### config.mk
export PLATFORM = sky130hd
export DESIGN_NAME = se_host
export DESIGN_NICKNAME = d
export VERILOG_FILES = /design/src/include/se_pkg.sv /design/src/rtl/se_sync.sv /design/src/rtl/se_host.sv
export SDC_FILE = /design/constraint.sdc
export NUM_CORES = 1
export LEC_CHECK = 0
export BUFFER_PORTS_ARGS = -buffer_cell sky130_fd_sc_hd__buf_2
export CELL_PAD_IN_SITES_DETAIL_PLACEMENT = 1
export CELL_PAD_IN_SITES_GLOBAL_PLACEMENT = 2
export CORE_MARGIN = 2
export CORE_UTILIZATION = 30
export CTS_CLUSTER_DIAMETER = 30
export CTS_CLUSTER_SIZE = 16
export DETAILED_ROUTE_END_ITERATION = 10
export PLACE_DENSITY_LB_ADDON = 0.1
export SLEW_MARGIN = 15
export SYNTH_ARGS = -nofsm -noshare
export SYNTH_HDL_FRONTEND = slang
export SYNTH_SLANG_ARGS = --single-unit
### constraint.sdc
create_clock -name clk_i -period 3.5 [get_ports clk_i]
set_input_delay 1.05 -clock clk_i [delete_from_list [all_inputs] [get_ports clk_i]]
set_output_delay 1.05 -clock clk_i [all_outputs]
set_load 0.005 [all_outputs]
### src/include/se_pkg.sv
// package for the serial eeprom host engine
// assumes a 200 MHz system clock and one eeprom on a two-wire bus
package se_pkg;
	// timing
	localparam int CLK_PERIOD_NS = 5;
	localparam int SCL_PERIOD_NS = 2500;
	localparam int QUARTER_CYC = SCL_PERIOD_NS / (4 * CLK_PERIOD_NS);
	// device address byte fields
	localparam logic [3:0] TYPE_ARRAY = 4'hA;
	localparam logic [3:0] TYPE_SERIAL = 4'hB;
	localparam logic RW_WRITE = 1'b0;
	localparam logic RW_READ = 1'b1;
	localparam logic REGION_ARRAY = 1'b0;
	// word address layout
	localparam int ADDR_W = 12;
	localparam int PAGE_BITS = 5;
	localparam logic [5:0] PAGE_BYTES = 6'h20;
	localparam logic [3:0] HI_PAD = 4'h0;
	// byte engine
	localparam logic [3:0] ACK_BIT = 4'h8;
	localparam logic [7:0] RX_IDLE = 8'hFF;
	localparam int LEN_W = 6;

	typedef enum logic [1:0] {OP_WRITE, OP_READ_CUR, OP_READ_RAND, OP_POLL} se_op_t;
	typedef enum logic [2:0] {ST_IDLE, ST_START, ST_BIT, ST_WAIT, ST_STOP} se_state_t;
	typedef enum logic [2:0] {PH_DEVW, PH_HI, PH_LO, PH_WDATA, PH_DEVR, PH_RDATA} se_phase_t;

	typedef struct packed {
		se_op_t op;
		logic region;
		logic [2:0] straps;
		logic [ADDR_W-1:0] addr;
		logic [LEN_W-1:0] len;
	} se_cmd_t;

	typedef struct packed {
		logic [7:0] data;
		logic last;
	} se_rd_t;
endpackage

### src/rtl/se_sync.sv
// two-flop synchroniser for pin inputs
// assumes the inputs are asynchronous levels
`timescale 1ns/100ps
module se_sync #(
	parameter int W = 1
) (
	// clock and reset
	input wire logic clk_i,
	input wire logic reset_i,
	// data
	input wire logic [W-1:0] d_i,
	output logic [W-1:0] q_o
);
	logic [W-1:0] meta;
	logic [W-1:0] next_meta;
	logic [W-1:0] next_q;

	always_comb begin
		next_meta = d_i;
		next_q = meta;
	end

	always_ff @(posedge clk_i) begin
		if (reset_i) begin
			meta <= '1;
			q_o <= '1;
		end else begin
			meta <= next_meta;
			q_o <= next_q;
		end
	end
endmodule

### src/rtl/se_host.sv
// host engine driving a two-wire serial eeprom: writes, reads, ack polling
// assumes one command at a time and an external pull-up on sda
//
// Overview of operation
// - write sends start, write address, word address, data
// - target byte chosen by 12-bit word address
// - stop after write data starts programming
// - page write sends up to 31 more bytes
// - never send more bytes than page holds
// - poll with start and write address until ack, at most POLL_MAX tries
// - read address byte has direction bit one
// - shared pointer; dummy write when switching region (code refuses a current read in another region with err_o)
// - read ends with nack in ninth clock
// - random read: dummy write then repeated start read
// - address byte: type code, straps, direction
// - first word byte holds bits 11..8 low
`timescale 1ns/100ps
module se_host #(
	parameter int QUARTER = se_pkg::QUARTER_CYC,
	parameter int POLL_MAX = 200
) (
	// clock and reset
	input wire logic clk_i,
	input wire logic reset_i,
	// command
	input se_pkg::se_cmd_t cmd_i,
	input wire logic cmd_valid_i,
	output logic cmd_ready_o,
	// write data
	input wire logic [7:0] wr_data_i,
	input wire logic wr_valid_i,
	output logic wr_ready_o,
	// read data
	output se_pkg::se_rd_t rd_o,
	output logic rd_valid_o,
	// status
	output logic busy_o,
	output logic done_o,
	output logic err_o,
	// bus pins
	output logic scl_o,
	input wire logic sda_i,
	output logic sda_o,
	output logic sda_oe_n_o
);
	localparam int DIV_W = $clog2(QUARTER + 1);
	localparam int POLL_W = $clog2(POLL_MAX + 1);

	// device address byte from region, straps and direction
	function automatic logic [7:0] dev_byte(input logic region, input logic [2:0] straps,
			input logic rw);
		dev_byte = {(region == se_pkg::REGION_ARRAY) ? se_pkg::TYPE_ARRAY : se_pkg::TYPE_SERIAL,
			straps, rw};
	endfunction

	logic sda_s;

	se_sync #(
		.W(1)
	) u_sync (
		.clk_i(clk_i),
		.reset_i(reset_i),
		.d_i(sda_i),
		.q_o(sda_s)
	);

	// quarter-period tick of scl
	logic [DIV_W-1:0] div;
	logic [DIV_W-1:0] next_div;
	logic tick;

	always_comb begin
		tick = (div == '0);
		next_div = tick ? DIV_W'(QUARTER - 1) : div - 1'b1;
	end

	always_ff @(posedge clk_i) begin
		if (reset_i) begin
			div <= '0;
		end else begin
			div <= next_div;
		end
	end

	// transaction engine
	se_pkg::se_state_t state;
	se_pkg::se_state_t next_state;
	se_pkg::se_phase_t phase;
	se_pkg::se_phase_t next_phase;
	se_pkg::se_cmd_t cmd;
	se_pkg::se_cmd_t next_cmd;
	logic [1:0] q;
	logic [1:0] next_q;
	logic [3:0] bitn;
	logic [3:0] next_bitn;
	logic [7:0] shreg;
	logic [7:0] next_shreg;
	logic [se_pkg::LEN_W-1:0] cnt;
	logic [se_pkg::LEN_W-1:0] next_cnt;
	logic [se_pkg::LEN_W-1:0] room;
	logic [POLL_W-1:0] poll_cnt;
	logic [POLL_W-1:0] next_poll_cnt;
	logic ack_bad;
	logic next_ack_bad;
	logic err_pend;
	logic next_err_pend;
	logic last_region;
	logic next_last_region;
	logic drive_bit;
	logic next_cmd_ready;
	logic next_wr_ready;
	se_pkg::se_rd_t next_rd;
	logic next_rd_valid;
	logic next_busy;
	logic next_done;
	logic next_err;
	logic next_scl;
	logic next_sda_oe_n;

	always_comb begin
		next_state = state;
		next_phase = phase;
		next_cmd = cmd;
		next_q = q;
		next_bitn = bitn;
		next_shreg = shreg;
		next_cnt = cnt;
		next_poll_cnt = poll_cnt;
		next_ack_bad = ack_bad;
		next_err_pend = err_pend;
		next_last_region = last_region;
		next_cmd_ready = cmd_ready_o;
		next_wr_ready = wr_ready_o;
		next_rd = rd_o;
		next_rd_valid = 1'b0;
		next_busy = busy_o;
		next_done = 1'b0;
		next_err = 1'b0;
		next_scl = scl_o;
		next_sda_oe_n = sda_oe_n_o;
		room = se_pkg::PAGE_BYTES - {1'b0, cmd_i.addr[se_pkg::PAGE_BITS-1:0]};
		// receiver drives ack, or nack on the last read byte
		if (bitn == se_pkg::ACK_BIT) begin
			drive_bit = (phase == se_pkg::PH_RDATA) ? (cnt == 6'h01) : 1'b1;
		end else begin
			drive_bit = (phase == se_pkg::PH_RDATA) ? 1'b1 : shreg[7];
		end
		case (state)
			se_pkg::ST_IDLE: begin
				if (cmd_valid_i && cmd_ready_o) begin
					next_cmd = cmd_i;
					next_err_pend = 1'b0;
					next_poll_cnt = '0;
					// current read in another region needs a dummy write first
					if ((cmd_i.len == '0 && cmd_i.op != se_pkg::OP_POLL) ||
							(cmd_i.op == se_pkg::OP_READ_CUR &&
							cmd_i.region != last_region)) begin
						next_done = 1'b1;
						next_err = 1'b1;
					end else begin
						next_cmd_ready = 1'b0;
						next_busy = 1'b1;
						next_state = se_pkg::ST_START;
						next_q = 2'h0;
						next_cnt = cmd_i.len;
						if (cmd_i.op == se_pkg::OP_WRITE && cmd_i.len > room) begin
							next_cnt = room;
						end
						next_phase = (cmd_i.op == se_pkg::OP_READ_CUR) ?
							se_pkg::PH_DEVR : se_pkg::PH_DEVW;
					end
				end
			end
			se_pkg::ST_START: begin
				if (tick) begin
					next_q = q + 2'h1;
					case (q)
						2'h0: begin
							next_scl = 1'b0;
							next_sda_oe_n = 1'b1;
						end
						2'h1: next_scl = 1'b1;
						2'h2: next_sda_oe_n = 1'b0;
						default: begin
							next_scl = 1'b0;
							next_state = se_pkg::ST_BIT;
							next_bitn = 4'h0;
							if (phase == se_pkg::PH_DEVR) begin
								next_shreg = dev_byte(cmd.region, cmd.straps,
									se_pkg::RW_READ);
							end else begin
								next_shreg = dev_byte(cmd.region, cmd.straps,
									se_pkg::RW_WRITE);
							end
						end
					endcase
				end
			end
			se_pkg::ST_BIT: begin
				if (tick) begin
					next_q = q + 2'h1;
					case (q)
						2'h0: begin
							next_scl = 1'b0;
							next_sda_oe_n = drive_bit;
						end
						2'h1: next_scl = 1'b1;
						2'h2: begin
							if (bitn == se_pkg::ACK_BIT) begin
								next_ack_bad = sda_s;
							end else begin
								next_shreg = {shreg[6:0], sda_s};
							end
						end
						default: begin
							next_scl = 1'b0;
							next_bitn = bitn + 4'h1;
							if (bitn == se_pkg::ACK_BIT) begin
								next_bitn = 4'h0;
								next_sda_oe_n = 1'b1;
								case (phase)
									se_pkg::PH_DEVW: begin
										if (ack_bad && cmd.op == se_pkg::OP_POLL &&
												poll_cnt != POLL_W'(POLL_MAX - 1)) begin
											next_poll_cnt = poll_cnt + 1'b1;
											next_state = se_pkg::ST_START;
										end else if (ack_bad) begin
											next_err_pend = 1'b1;
											next_state = se_pkg::ST_STOP;
										end else if (cmd.op == se_pkg::OP_POLL) begin
											next_state = se_pkg::ST_STOP;
										end else begin
											next_phase = se_pkg::PH_HI;
											next_shreg = {se_pkg::HI_PAD, cmd.addr[11:8]};
										end
									end
									se_pkg::PH_HI: begin
										if (ack_bad) begin
											next_err_pend = 1'b1;
											next_state = se_pkg::ST_STOP;
										end else begin
											next_phase = se_pkg::PH_LO;
											next_shreg = cmd.addr[7:0];
										end
									end
									se_pkg::PH_LO: begin
										if (ack_bad) begin
											next_err_pend = 1'b1;
											next_state = se_pkg::ST_STOP;
										end else begin
											next_last_region = cmd.region;
											if (cmd.op == se_pkg::OP_WRITE) begin
												next_phase = se_pkg::PH_WDATA;
												next_state = se_pkg::ST_WAIT;
												next_wr_ready = 1'b1;
											end else begin
												next_phase = se_pkg::PH_DEVR;
												next_state = se_pkg::ST_START;
											end
										end
									end
									se_pkg::PH_WDATA: begin
										next_cnt = cnt - 1'b1;
										if (ack_bad) begin
											next_err_pend = 1'b1;
											next_state = se_pkg::ST_STOP;
										end else if (cnt == 6'h01) begin
											next_state = se_pkg::ST_STOP;
										end else begin
											next_state = se_pkg::ST_WAIT;
											next_wr_ready = 1'b1;
										end
									end
									se_pkg::PH_DEVR: begin
										if (ack_bad) begin
											next_err_pend = 1'b1;
											next_state = se_pkg::ST_STOP;
										end else begin
											next_last_region = cmd.region;
											next_phase = se_pkg::PH_RDATA;
											next_shreg = se_pkg::RX_IDLE;
										end
									end
									default: begin
										next_rd = {shreg, cnt == 6'h01};
										next_rd_valid = 1'b1;
										next_cnt = cnt - 1'b1;
										next_shreg = se_pkg::RX_IDLE;
										if (cnt == 6'h01) begin
											next_state = se_pkg::ST_STOP;
										end
									end
								endcase
							end
						end
					endcase
				end
			end
			se_pkg::ST_WAIT: begin
				if (wr_ready_o && wr_valid_i) begin
					next_wr_ready = 1'b0;
					next_shreg = wr_data_i;
					next_bitn = 4'h0;
					next_q = 2'h0;
					next_state = se_pkg::ST_BIT;
				end
			end
			se_pkg::ST_STOP: begin
				if (tick) begin
					next_q = q + 2'h1;
					case (q)
						2'h0: begin
							next_scl = 1'b0;
							next_sda_oe_n = 1'b0;
						end
						2'h1: next_scl = 1'b1;
						2'h2: next_sda_oe_n = 1'b1;
						default: begin
							next_state = se_pkg::ST_IDLE;
							next_done = 1'b1;
							next_err = err_pend;
							next_busy = 1'b0;
							next_cmd_ready = 1'b1;
						end
					endcase
				end
			end
			default: next_state = se_pkg::ST_IDLE;
		endcase
	end

	always_ff @(posedge clk_i) begin
		if (reset_i) begin
			state <= se_pkg::ST_IDLE;
			phase <= se_pkg::PH_DEVW;
			cmd <= '0;
			q <= 2'h0;
			bitn <= 4'h0;
			shreg <= 8'hFF;
			cnt <= '0;
			poll_cnt <= '0;
			ack_bad <= 1'b0;
			err_pend <= 1'b0;
			last_region <= se_pkg::REGION_ARRAY;
			cmd_ready_o <= 1'b1;
			wr_ready_o <= 1'b0;
			rd_o <= '0;
			rd_valid_o <= 1'b0;
			busy_o <= 1'b0;
			done_o <= 1'b0;
			err_o <= 1'b0;
			scl_o <= 1'b1;
			sda_o <= 1'b0;
			sda_oe_n_o <= 1'b1;
		end else begin
			state <= next_state;
			phase <= next_phase;
			cmd <= next_cmd;
			q <= next_q;
			bitn <= next_bitn;
			shreg <= next_shreg;
			cnt <= next_cnt;
			poll_cnt <= next_poll_cnt;
			ack_bad <= next_ack_bad;
			err_pend <= next_err_pend;
			last_region <= next_last_region;
			cmd_ready_o <= next_cmd_ready;
			wr_ready_o <= next_wr_ready;
			rd_o <= next_rd;
			rd_valid_o <= next_rd_valid;
			busy_o <= next_busy;
			done_o <= next_done;
			err_o <= next_err;
			scl_o <= next_scl;
			sda_o <= 1'b0;
			sda_oe_n_o <= next_sda_oe_n;
		end
	end
endmodule

* Word level (Yosys, flattened, before mapping)
Cells that the tools add are included.
** Storage, ports and cells
- Bits in registers :: 81
- Output and inout bits :: 18
- Bits of input ports :: 37
- Word-level logic and storage cells :: 288
** Cells by class
- Equal/unequal tests :: 63
- Multiplexer cells :: 133
- Bitwise operators :: 6
- Reductions and logical operators :: 51
- Add/subtract/negate cells :: 6
- Order comparisons :: 1
** Operators with widths (count)
- $mux 8 :: 17
- $mux 3 :: 31
- $ne 3x3->1 const B :: 18
- $mux 6 :: 7
- $mux 1 :: 40
- $ne 2x2->1 const B :: 17
- $pmux 8 s2 :: 2
- $pmux 8 s4 :: 1
- $pmux 1 s2 :: 14
- $reduce_and 13->1 :: 2
- $mux 4 :: 6
- $pmux 3 s4 :: 2
- $pmux 8 s3 :: 1
- $reduce_and 7->1 :: 3
- $ne 4x4->1 const B :: 5
- $reduce_and 5->1 :: 4
- $pmux 3 s5 :: 1
- $reduce_and 14->1 :: 1
- $reduce_or 2->1 :: 7
- $eq 3x2->1 const B :: 4
- $pmux 4 s3 :: 1
- $pmux 6 s2 :: 1
- $reduce_and 6->1 :: 2
- $mux 2 :: 5
- other kinds (40) :: 68

* Depth between registers and ports, before layout
Gate-level depths: netlist (run 1).
- Word-level depth :: 9
- Depth in mapped cells :: 10
- Depth with buffers taken out :: 10

* Modules after synthesis
From an unflattened synthesis (run 1), not the netlist that was laid out.
** Second synthesis, totals
- Cell total of the unflattened synthesis :: 580
- Area total of the unflattened synthesis :: 4619.4 um^2
** Modules (own cells, without submodules)
- se_host :: times used 1, sequential area each 1581.5 um^2, cells each 576, area each 4566.9 um^2
- se_sync :: times used 1, sequential area each 40.0 um^2, cells each 4, area each 52.6 um^2

* Worst setup path before layout (run 1)
Ideal clock, no wire load.
- Path kind :: input -> register
- Start :: input port cmd_i[6] (netlist bit)
- End :: register cnt[5] (netlist bit)
- Path slack :: 0.198 ns
- Data required time :: 3.421 ns
- Cell stages on the path :: 8
- Buffers on the path :: 0
- Library setup time :: 0.079 ns
- Arrival :: 3.223 ns
- Cell sequence :: nor3_1 or3b_2 ha_1 nand4_1 o21ai_0 a31o_2 mux2_2 o211ai_1
** On the way
- Word-level cells in the longest chain between the ends :: 7
** RTL lines
- start: declaration :: RTL line se_host.sv:26 : input se_pkg::se_cmd_t cmd_i,
- $sub 6x5->6 * :: RTL line se_host.sv:141 : room = se_pkg::PAGE_BYTES - {1'b0, cmd_i.addr[se_pkg::PAGE_BITS-1:0]};
- $gt 6x6->1 :: RTL line se_host.sv:166 : if (cmd_i.op == se_pkg::OP_WRITE && cmd_i.len > room) begin
- $logic_and 1x1->1 :: RTL line se_host.sv:166
- $mux 6 * :: RTL line se_host.sv:166
- $mux 6 * :: RTL line se_host.sv:155 : if ((cmd_i.len == '0 && cmd_i.op != se_pkg::OP_POLL) ||
- $mux 6 * :: RTL line se_host.sv:150 : if (cmd_valid_i && cmd_ready_o) begin
- $pmux 6 s2 * :: RTL line se_host.sv:148 : case (state)
- end signal: assignment :: RTL line se_host.sv:362 : cnt <= next_cnt;
- end: declaration :: RTL line se_host.sv:98 : logic [se_pkg::LEN_W-1:0] cnt;
Every way passes the cells marked *; elsewhere a longest branch is shown, timed or not. The select of a mux whose other input is x is not followed.
A chain may end at the register's enable or synchronous reset.

* Worst setup path in the final report (run 1)
Ends and elaborated chain as after synthesis.

==> impl_metrics.json, run 1 <==
{
  "syn_area_sq_mm": 0.00473,
  "die_h_um": 130,
  "fillCellCount": 1874,
  "synthesis.nets": 618,
  "grt_usage_pct": 18.1,
  "maxSlewViolCount": 0,
  "hold_ws_ps": 418,
  "cts.clk_slew.worst_paths_ps": 70,
  "place_congestion": 0.818,
  "p_leak_nw": 2.19,
  "cts.sinks": 81,
  "syn_inst": 564,
  "drtAntennaViolNets": 0,
  "max_slew_margin_pct": 34.0,
  "maxCapViolations": 0,
  "period_share_pct": 90.6,
  "vdd_drop_max_uv": 283,
  "post_cts_buffers": 0,
  "io_buffers": 53,
  "tightest_slew_ps": 981,
  "final_common_cell": "dfxtp_1",
  "synth_edf_count": 0,
  "regArea_sq_mm": 0.00162,
  "power.density_mw_per_mm2": 683,
  "drtPass1Iterations": 4,
  "critPathArrivalTime_ps": 3440,
  "critPathKind": "input port to register",
  "layout_common_cells": "dfxtp_1 (81), nor2_1 (62), buf_2 (53)",
  "initial_utilization_pct": 30.9,
  "fmax_mhz": 315,
  "stdcell_count": 824,
  "antenna_found_initial": 0,
  "cts_resized": 0,
  "numCtsBuffers": 9,
  "area_growth_pct": 17.1,
  "tritoncts": "done",
  "layout-drive-gt1-share_pct": 16.8,
  "ys_types": 74,
  "num_antenna_cells": 0,
  "place_inst": 808,
  "finalSetupViolCount": 0,
  "worstPathRequired_ps": 3770,
  "worstPathMaxFanout": 7,
  "core-area_sq_mm": 0.0153,
  "synthFlopType": "dfxtp_1",
  "io_pins": 55,
  "gr-total-overflow": 0,
  "drc": 0,
  "period_needed_ps": 3170,
  "grt_pass1_vias": 4416,
  "worstHoldPathCells": 1,
  "hpwl_um": 10900,
  "synth-seq-cells": 81,
  "fp.dieArea_sq_mm": 0.0168,
  "multi_input_area_sq_mm": 0.00288,
  "die_x_um": 130,
  "vias": 4392,
  "rr_worst_depth": 5,
  "row_count": 45,
  "crit_path_end_kind": "register",
  "worstHoldPathType": "register to register",
  "finalHoldViolations": 0,
  "async_reset_ff_share_pct": 0,
  "post_drt_wl_per_cell_um": 17.9,
  "cts_buffer_depth": 2,
  "grt_start_max_net_pins": 79,
  "cts_root_buf": "clkbuf_16",
  "worstSkewPairLatency_ps": 350,
  "status": "complete, no violations",
  "ctsHtreeMaxLevel": 3,
  "drtIter0Drc": 146,
  "finClkSkew_ps": 11.2,
  "critPathLaunchType": "input port",
  "viasPerCell": 5.33,
  "avgSynthCellArea_sq_um": 8.38,
  "grt_pass1_wl_um": 23700,
  "setup_tns_ps": 0,
  "fin_area_sq_mm": 0.00554,
  "dpl_cell_area_sq_mm": 0.00525,
  "wl_um": 14700,
  "ys_warn_count": 0,
  "fin_nets": 662,
  "ys_seq_area_share_pct": 34.3,
  "holdBufCountCts": 0,
  "grt_setup_unrepaired": "false"
}
per-stage QoR:
stage / setup WS (ps) / util, % / total power (W)
2_1_floorplan: 198 / - / 0.00240
3_3_place_gp: 124 / 34.3 / 0.00285
3_5_place_dp: -58.8 / 34.3 / 0.00289
4_1_cts: 307 / 36.2 / 0.00384
5_1_grt: 176 / 36.2 / 0.00406
6_report: 328 / 36.2 / 0.00378
power by group:
group	switching (W)	internal, W	leakage [nW]	total, W
Sequential	0.000192	0.00110	0.661	0.00129
Combinational	0.000942	0.000624	1.39	0.00157
Clock	0.000434	0.000496	0.139	0.000930
sequential cells by signal, summed over array words and instances, names as in the netlist, 2 cells and up:
register  count
phase         3
div           7
poll_cnt      8
cmd          18
cnt           6
shreg         8
state         3
bitn          4
q             2
rd_o          9
cell families after synthesis:
logic type                 count (synthesis)  synth area share [%]
muxes                                     46                  9.76
AOI/OAI and AO/OA                        143                  21.5
and+or+nand+nor                          205                  22.8
other                                      1                0.0793
xor gates and xnor gates                   9                  1.67
buffers and inverters                     61                  5.19
adders and majority gates                 18                  4.71
DFF                                       81                  34.3
synthesized netlist by cell type (6+ instances only):
master    number  area share (%)
dfxtp_1       81              34
nor2_1        62             4.9
mux2i_1       45             9.5
a21oi_1       41             4.3
nand2_1       36             2.9
inv_1         27             2.1
clkbuf_1      22             1.7
o21ai_0       19             2.0
ha_1          17             4.5
nor3_1        15             1.6
nand3_1       12             1.3
a211oi_1      11             1.7
buf_2         10             1.1
nor2b_1       10             1.3
nor4_1         9             1.2
o31ai_1        9             1.4
nand4_1        8             1.1
or3_1          7            0.93
o211ai_1       6            0.95
critical path: stages:
cell and delay, ps:
buf_2 120, inv_1 90, ha_1 190, nor3b_1 290, xor2_1 250, ha_1 300, a21o_1 170, a21oi_1 210
a31o_2 260, mux2_2 360, o211ai_1 160
layer usage:
metal / global-route usage (%) / wire length, um / vias up
li1: - / - / 2165
met3: 2.93 / 426 / 15
met4: 6.20 / 241 / 0
met2: 30.5 / 7000 / 73
met5: 0 / 0 / -
met1: 23.6 / 7060 / 2139
cell type report:
type,count,share of cell area (%)
repair buffers,67,6.91
multi-input cells,422,52.0
clock buffers,9,4.07
well taps,211,4.77
clock inverters,7,1.13
flip-flops and latches,81,29.3
inverters,27,1.83
worst paths after layout:
path,startpoint,end,slack (ps)
worst max register to register,state[1]$_SDFFE_PP0P_,state[2]$_SDFFE_PP0P_,970
worst min register to register,u_sync.meta$_SDFF_PP1_,u_sync.q_o$_SDFF_PP1_,420
worst max-delay path,cmd_i[6],cnt[5]$_SDFFE_PP0P_,330
worst min-delay path,u_sync.meta$_SDFF_PP1_,u_sync.q_o$_SDFF_PP1_,420
Power figures use the tool's default switching activity.
==> run 2: changes to the inputs <==
- clock period: 3.5 -> 3 ns (I/O delays scaled with it)
==> impl_metrics.json, run 2 (synthesis gave the netlist of run 1 again) <==
{
  "post_drt_wl_per_cell_um": 17.5,
  "row_count": 45,
  "tritoncts": "done",
  "dpl_cell_area_sq_mm": 0.00539,
  "grt_start_max_net_pins": 79,
  "largestRegisters": "cmd: 18 flops, rd_o: 9 flops",
  "reg2reg_from": "q[1]$_SDFFE_PP0P_",
  "vdd_drop_max_uv": 331,
  "worstHoldPathCells": 1,
  "p_leak_nw": 2.30,
  "reg2reg_to": "poll_cnt[3]$_SDFFE_PP0P_",
  "vias": 4479,
  "finClkSkew_ps": 11.6,
  "drtPass1Iterations": 5,
  "period_needed_ps": 2870,
  "holdPathEnd": "u_sync.q_o$_SDFF_PP1_",
  "wl_um": 14700,
  "place_congestion": 0.833,
  "drtAntennaViolNets": 0,
  "core-area_sq_mm": 0.0153,
  "finalWorstSetupSlack_ps": 126,
  "die_h_um": 130,
  "crit_path_end_kind": "register",
  "final_common_cell": "dfxtp_1",
  "num_antenna_cells": 0,
  "grt_pass1_wl_um": 24000,
  "finalSetupViolCount": 0,
  "cts.clk_slew.worst_paths_ps": 60,
  "maxSlewViolCount": 0,
  "maxCapViolations": 0,
  "die_x_um": 130,
  "critPathKind": "input port to register",
  "viasPerCell": 5.33,
  "r2r_slack_ps": 460,
  "fp.dieArea_sq_mm": 0.0168,
  "cts.sinks": 81,
  "max_slew_margin_pct": 53.6,
  "holdBufCountCts": 0,
  "period_share_pct": 95.8,
  "fmax_mhz": 348,
  "numCtsBuffers": 9,
  "layout-drive-gt1-share_pct": 20.0,
  "min-delay-start": "u_sync.meta$_SDFF_PP1_",
  "gr-total-overflow": 0,
  "fin_total_pwr_w": 0.00460,
  "status": "complete, no violations",
  "cts_root_buf": "clkbuf_16",
  "worstPathMaxFanout": 5,
  "stdcell_count": 841,
  "largest_reg_flops": 18,
  "post-place-ws_ps": -392,
  "post_cts_buffers": 0,
  "grt_usage_pct": 18.4,
  "area_growth_pct": 21.6,
  "io_pins": 55,
  "finalHoldViolations": 0,
  "worstSkewPairLatency_ps": 360,
  "worstHoldPathType": "register to register",
  "multi_input_area_sq_mm": 0.00293,
  "drc": 0,
  "fin_nets": 679,
  "rr_worst_depth": 6,
  "tightest_slew_ps": 691,
  "place_inst": 825,
  "drtIter0Drc": 135,
  "critPathArrivalTime_ps": 3160,
  "regArea_sq_mm": 0.00162,
  "layout_common_cells": "dfxtp_1 (81), nor2_1 (62), buf_2 (53)",
  "setup_tns_ps": 0,
  "fillCellCount": 1855,
  "cts_buffer_depth": 2,
  "ctsHtreeMaxLevel": 3,
  "hpwl_um": 11000,
  "fin_area_sq_mm": 0.00575,
  "critPathLaunchType": "input port",
  "io_buffers": 53,
  "grt_pass1_vias": 4566,
  "initial_utilization_pct": 30.9,
  "antenna_found_initial": 0,
  "worstPathRequired_ps": 3280,
  "regMostFlops": "cmd",
  "grt_setup_unrepaired": "true",
  "power.density_mw_per_mm2": 800
}
==> run 2: cell count changes in the layout (fill, tap and decap cells not counted), sizes merged <==
| cell | delta |
|---|---|
| clkinvlp | -1 |
| bufinv | +2 |
| inv | -3 |
| buf | +17 |
| clkinv | +1 |
| clkbuf | +1 |
==> run 2: layer usage <==
metal	share of wire, %	up-vias	track usage (%)
li1	-	2191	-
met1	47	2198	23.2
met2	48	70	31.2
met3	2.8	20	2.97
met4	2.4	0	7.53
met5	0	-	0
==> run 2: area by class of cell <==
type,instances,share of cell area [%]
Multi-Input combinational cell,422,51.0
Clock inverter,6,1.59
Tap cell,211,4.59
Clock buffer,10,3.98
Inverter,27,1.76
Sequential cell,81,28.2
Timing Repair Buffer,84,8.88
==> run 2: worst max path at each step <==
| stage | from | endpoint | slack (ps) |
|---|---|---|---|
| 5_1_grt | cmd_i[6] | cnt[3]$_SDFFE_PP0P_ | 4 |
| 3_3_place_gp | cmd_i[6] | cnt[1]$_SDFFE_PP0P_ | -210 |
| 6_report | cmd_i[6] | cnt[2]$_SDFFE_PP0P_ | 130 |
| 4_1_cts | cmd_i[6] | cnt[1]$_SDFFE_PP0P_ | 40 |
| 2_1_floorplan | cmd_i[6] | cnt[5]$_SDFFE_PP0P_ | -20 |
| 3_5_place_dp | cmd_i[6] | cnt[5]$_SDFFE_PP0P_ | -390 |
==> run 2: critical path, stage by stage <==
cell	delay, ps
buf_2	120
nor3_2	200
or3b_2	490
ha_1	320
nand4_1	150
o21bai_4	240
a31o_4	270
or3_1	310
a31oi_1	160
==> run 2: metrics by stage <==
step,hold WS [ps],utilization (%)
2_1_floorplan,389,-
3_3_place_gp,408,35.2
3_5_place_dp,400,35.2
4_1_cts,417,37.3
5_1_grt,432,37.5
6_report,413,37.5
==> run 2: power breakdown <==
| group | total, W | switching (W) | internal (W) |
|---|---|---|---|
| Sequential | 0.00149 | 0.000214 | 0.00128 |
| Clock | 0.00121 | 0.000476 | 0.000733 |
| Combinational | 0.00189 | 0.00112 | 0.000775 |
| Total | 0.00460 | 0.00181 | 0.00279 |
==> run 2: what timing repair did <==
item / 4_1_cts / 5_1_grt
endpoints found under the setup margin: 1 / 5
pin swaps: 0 / 3
gates cloned: 0 / 0
gates resized for setup: 1 / 6
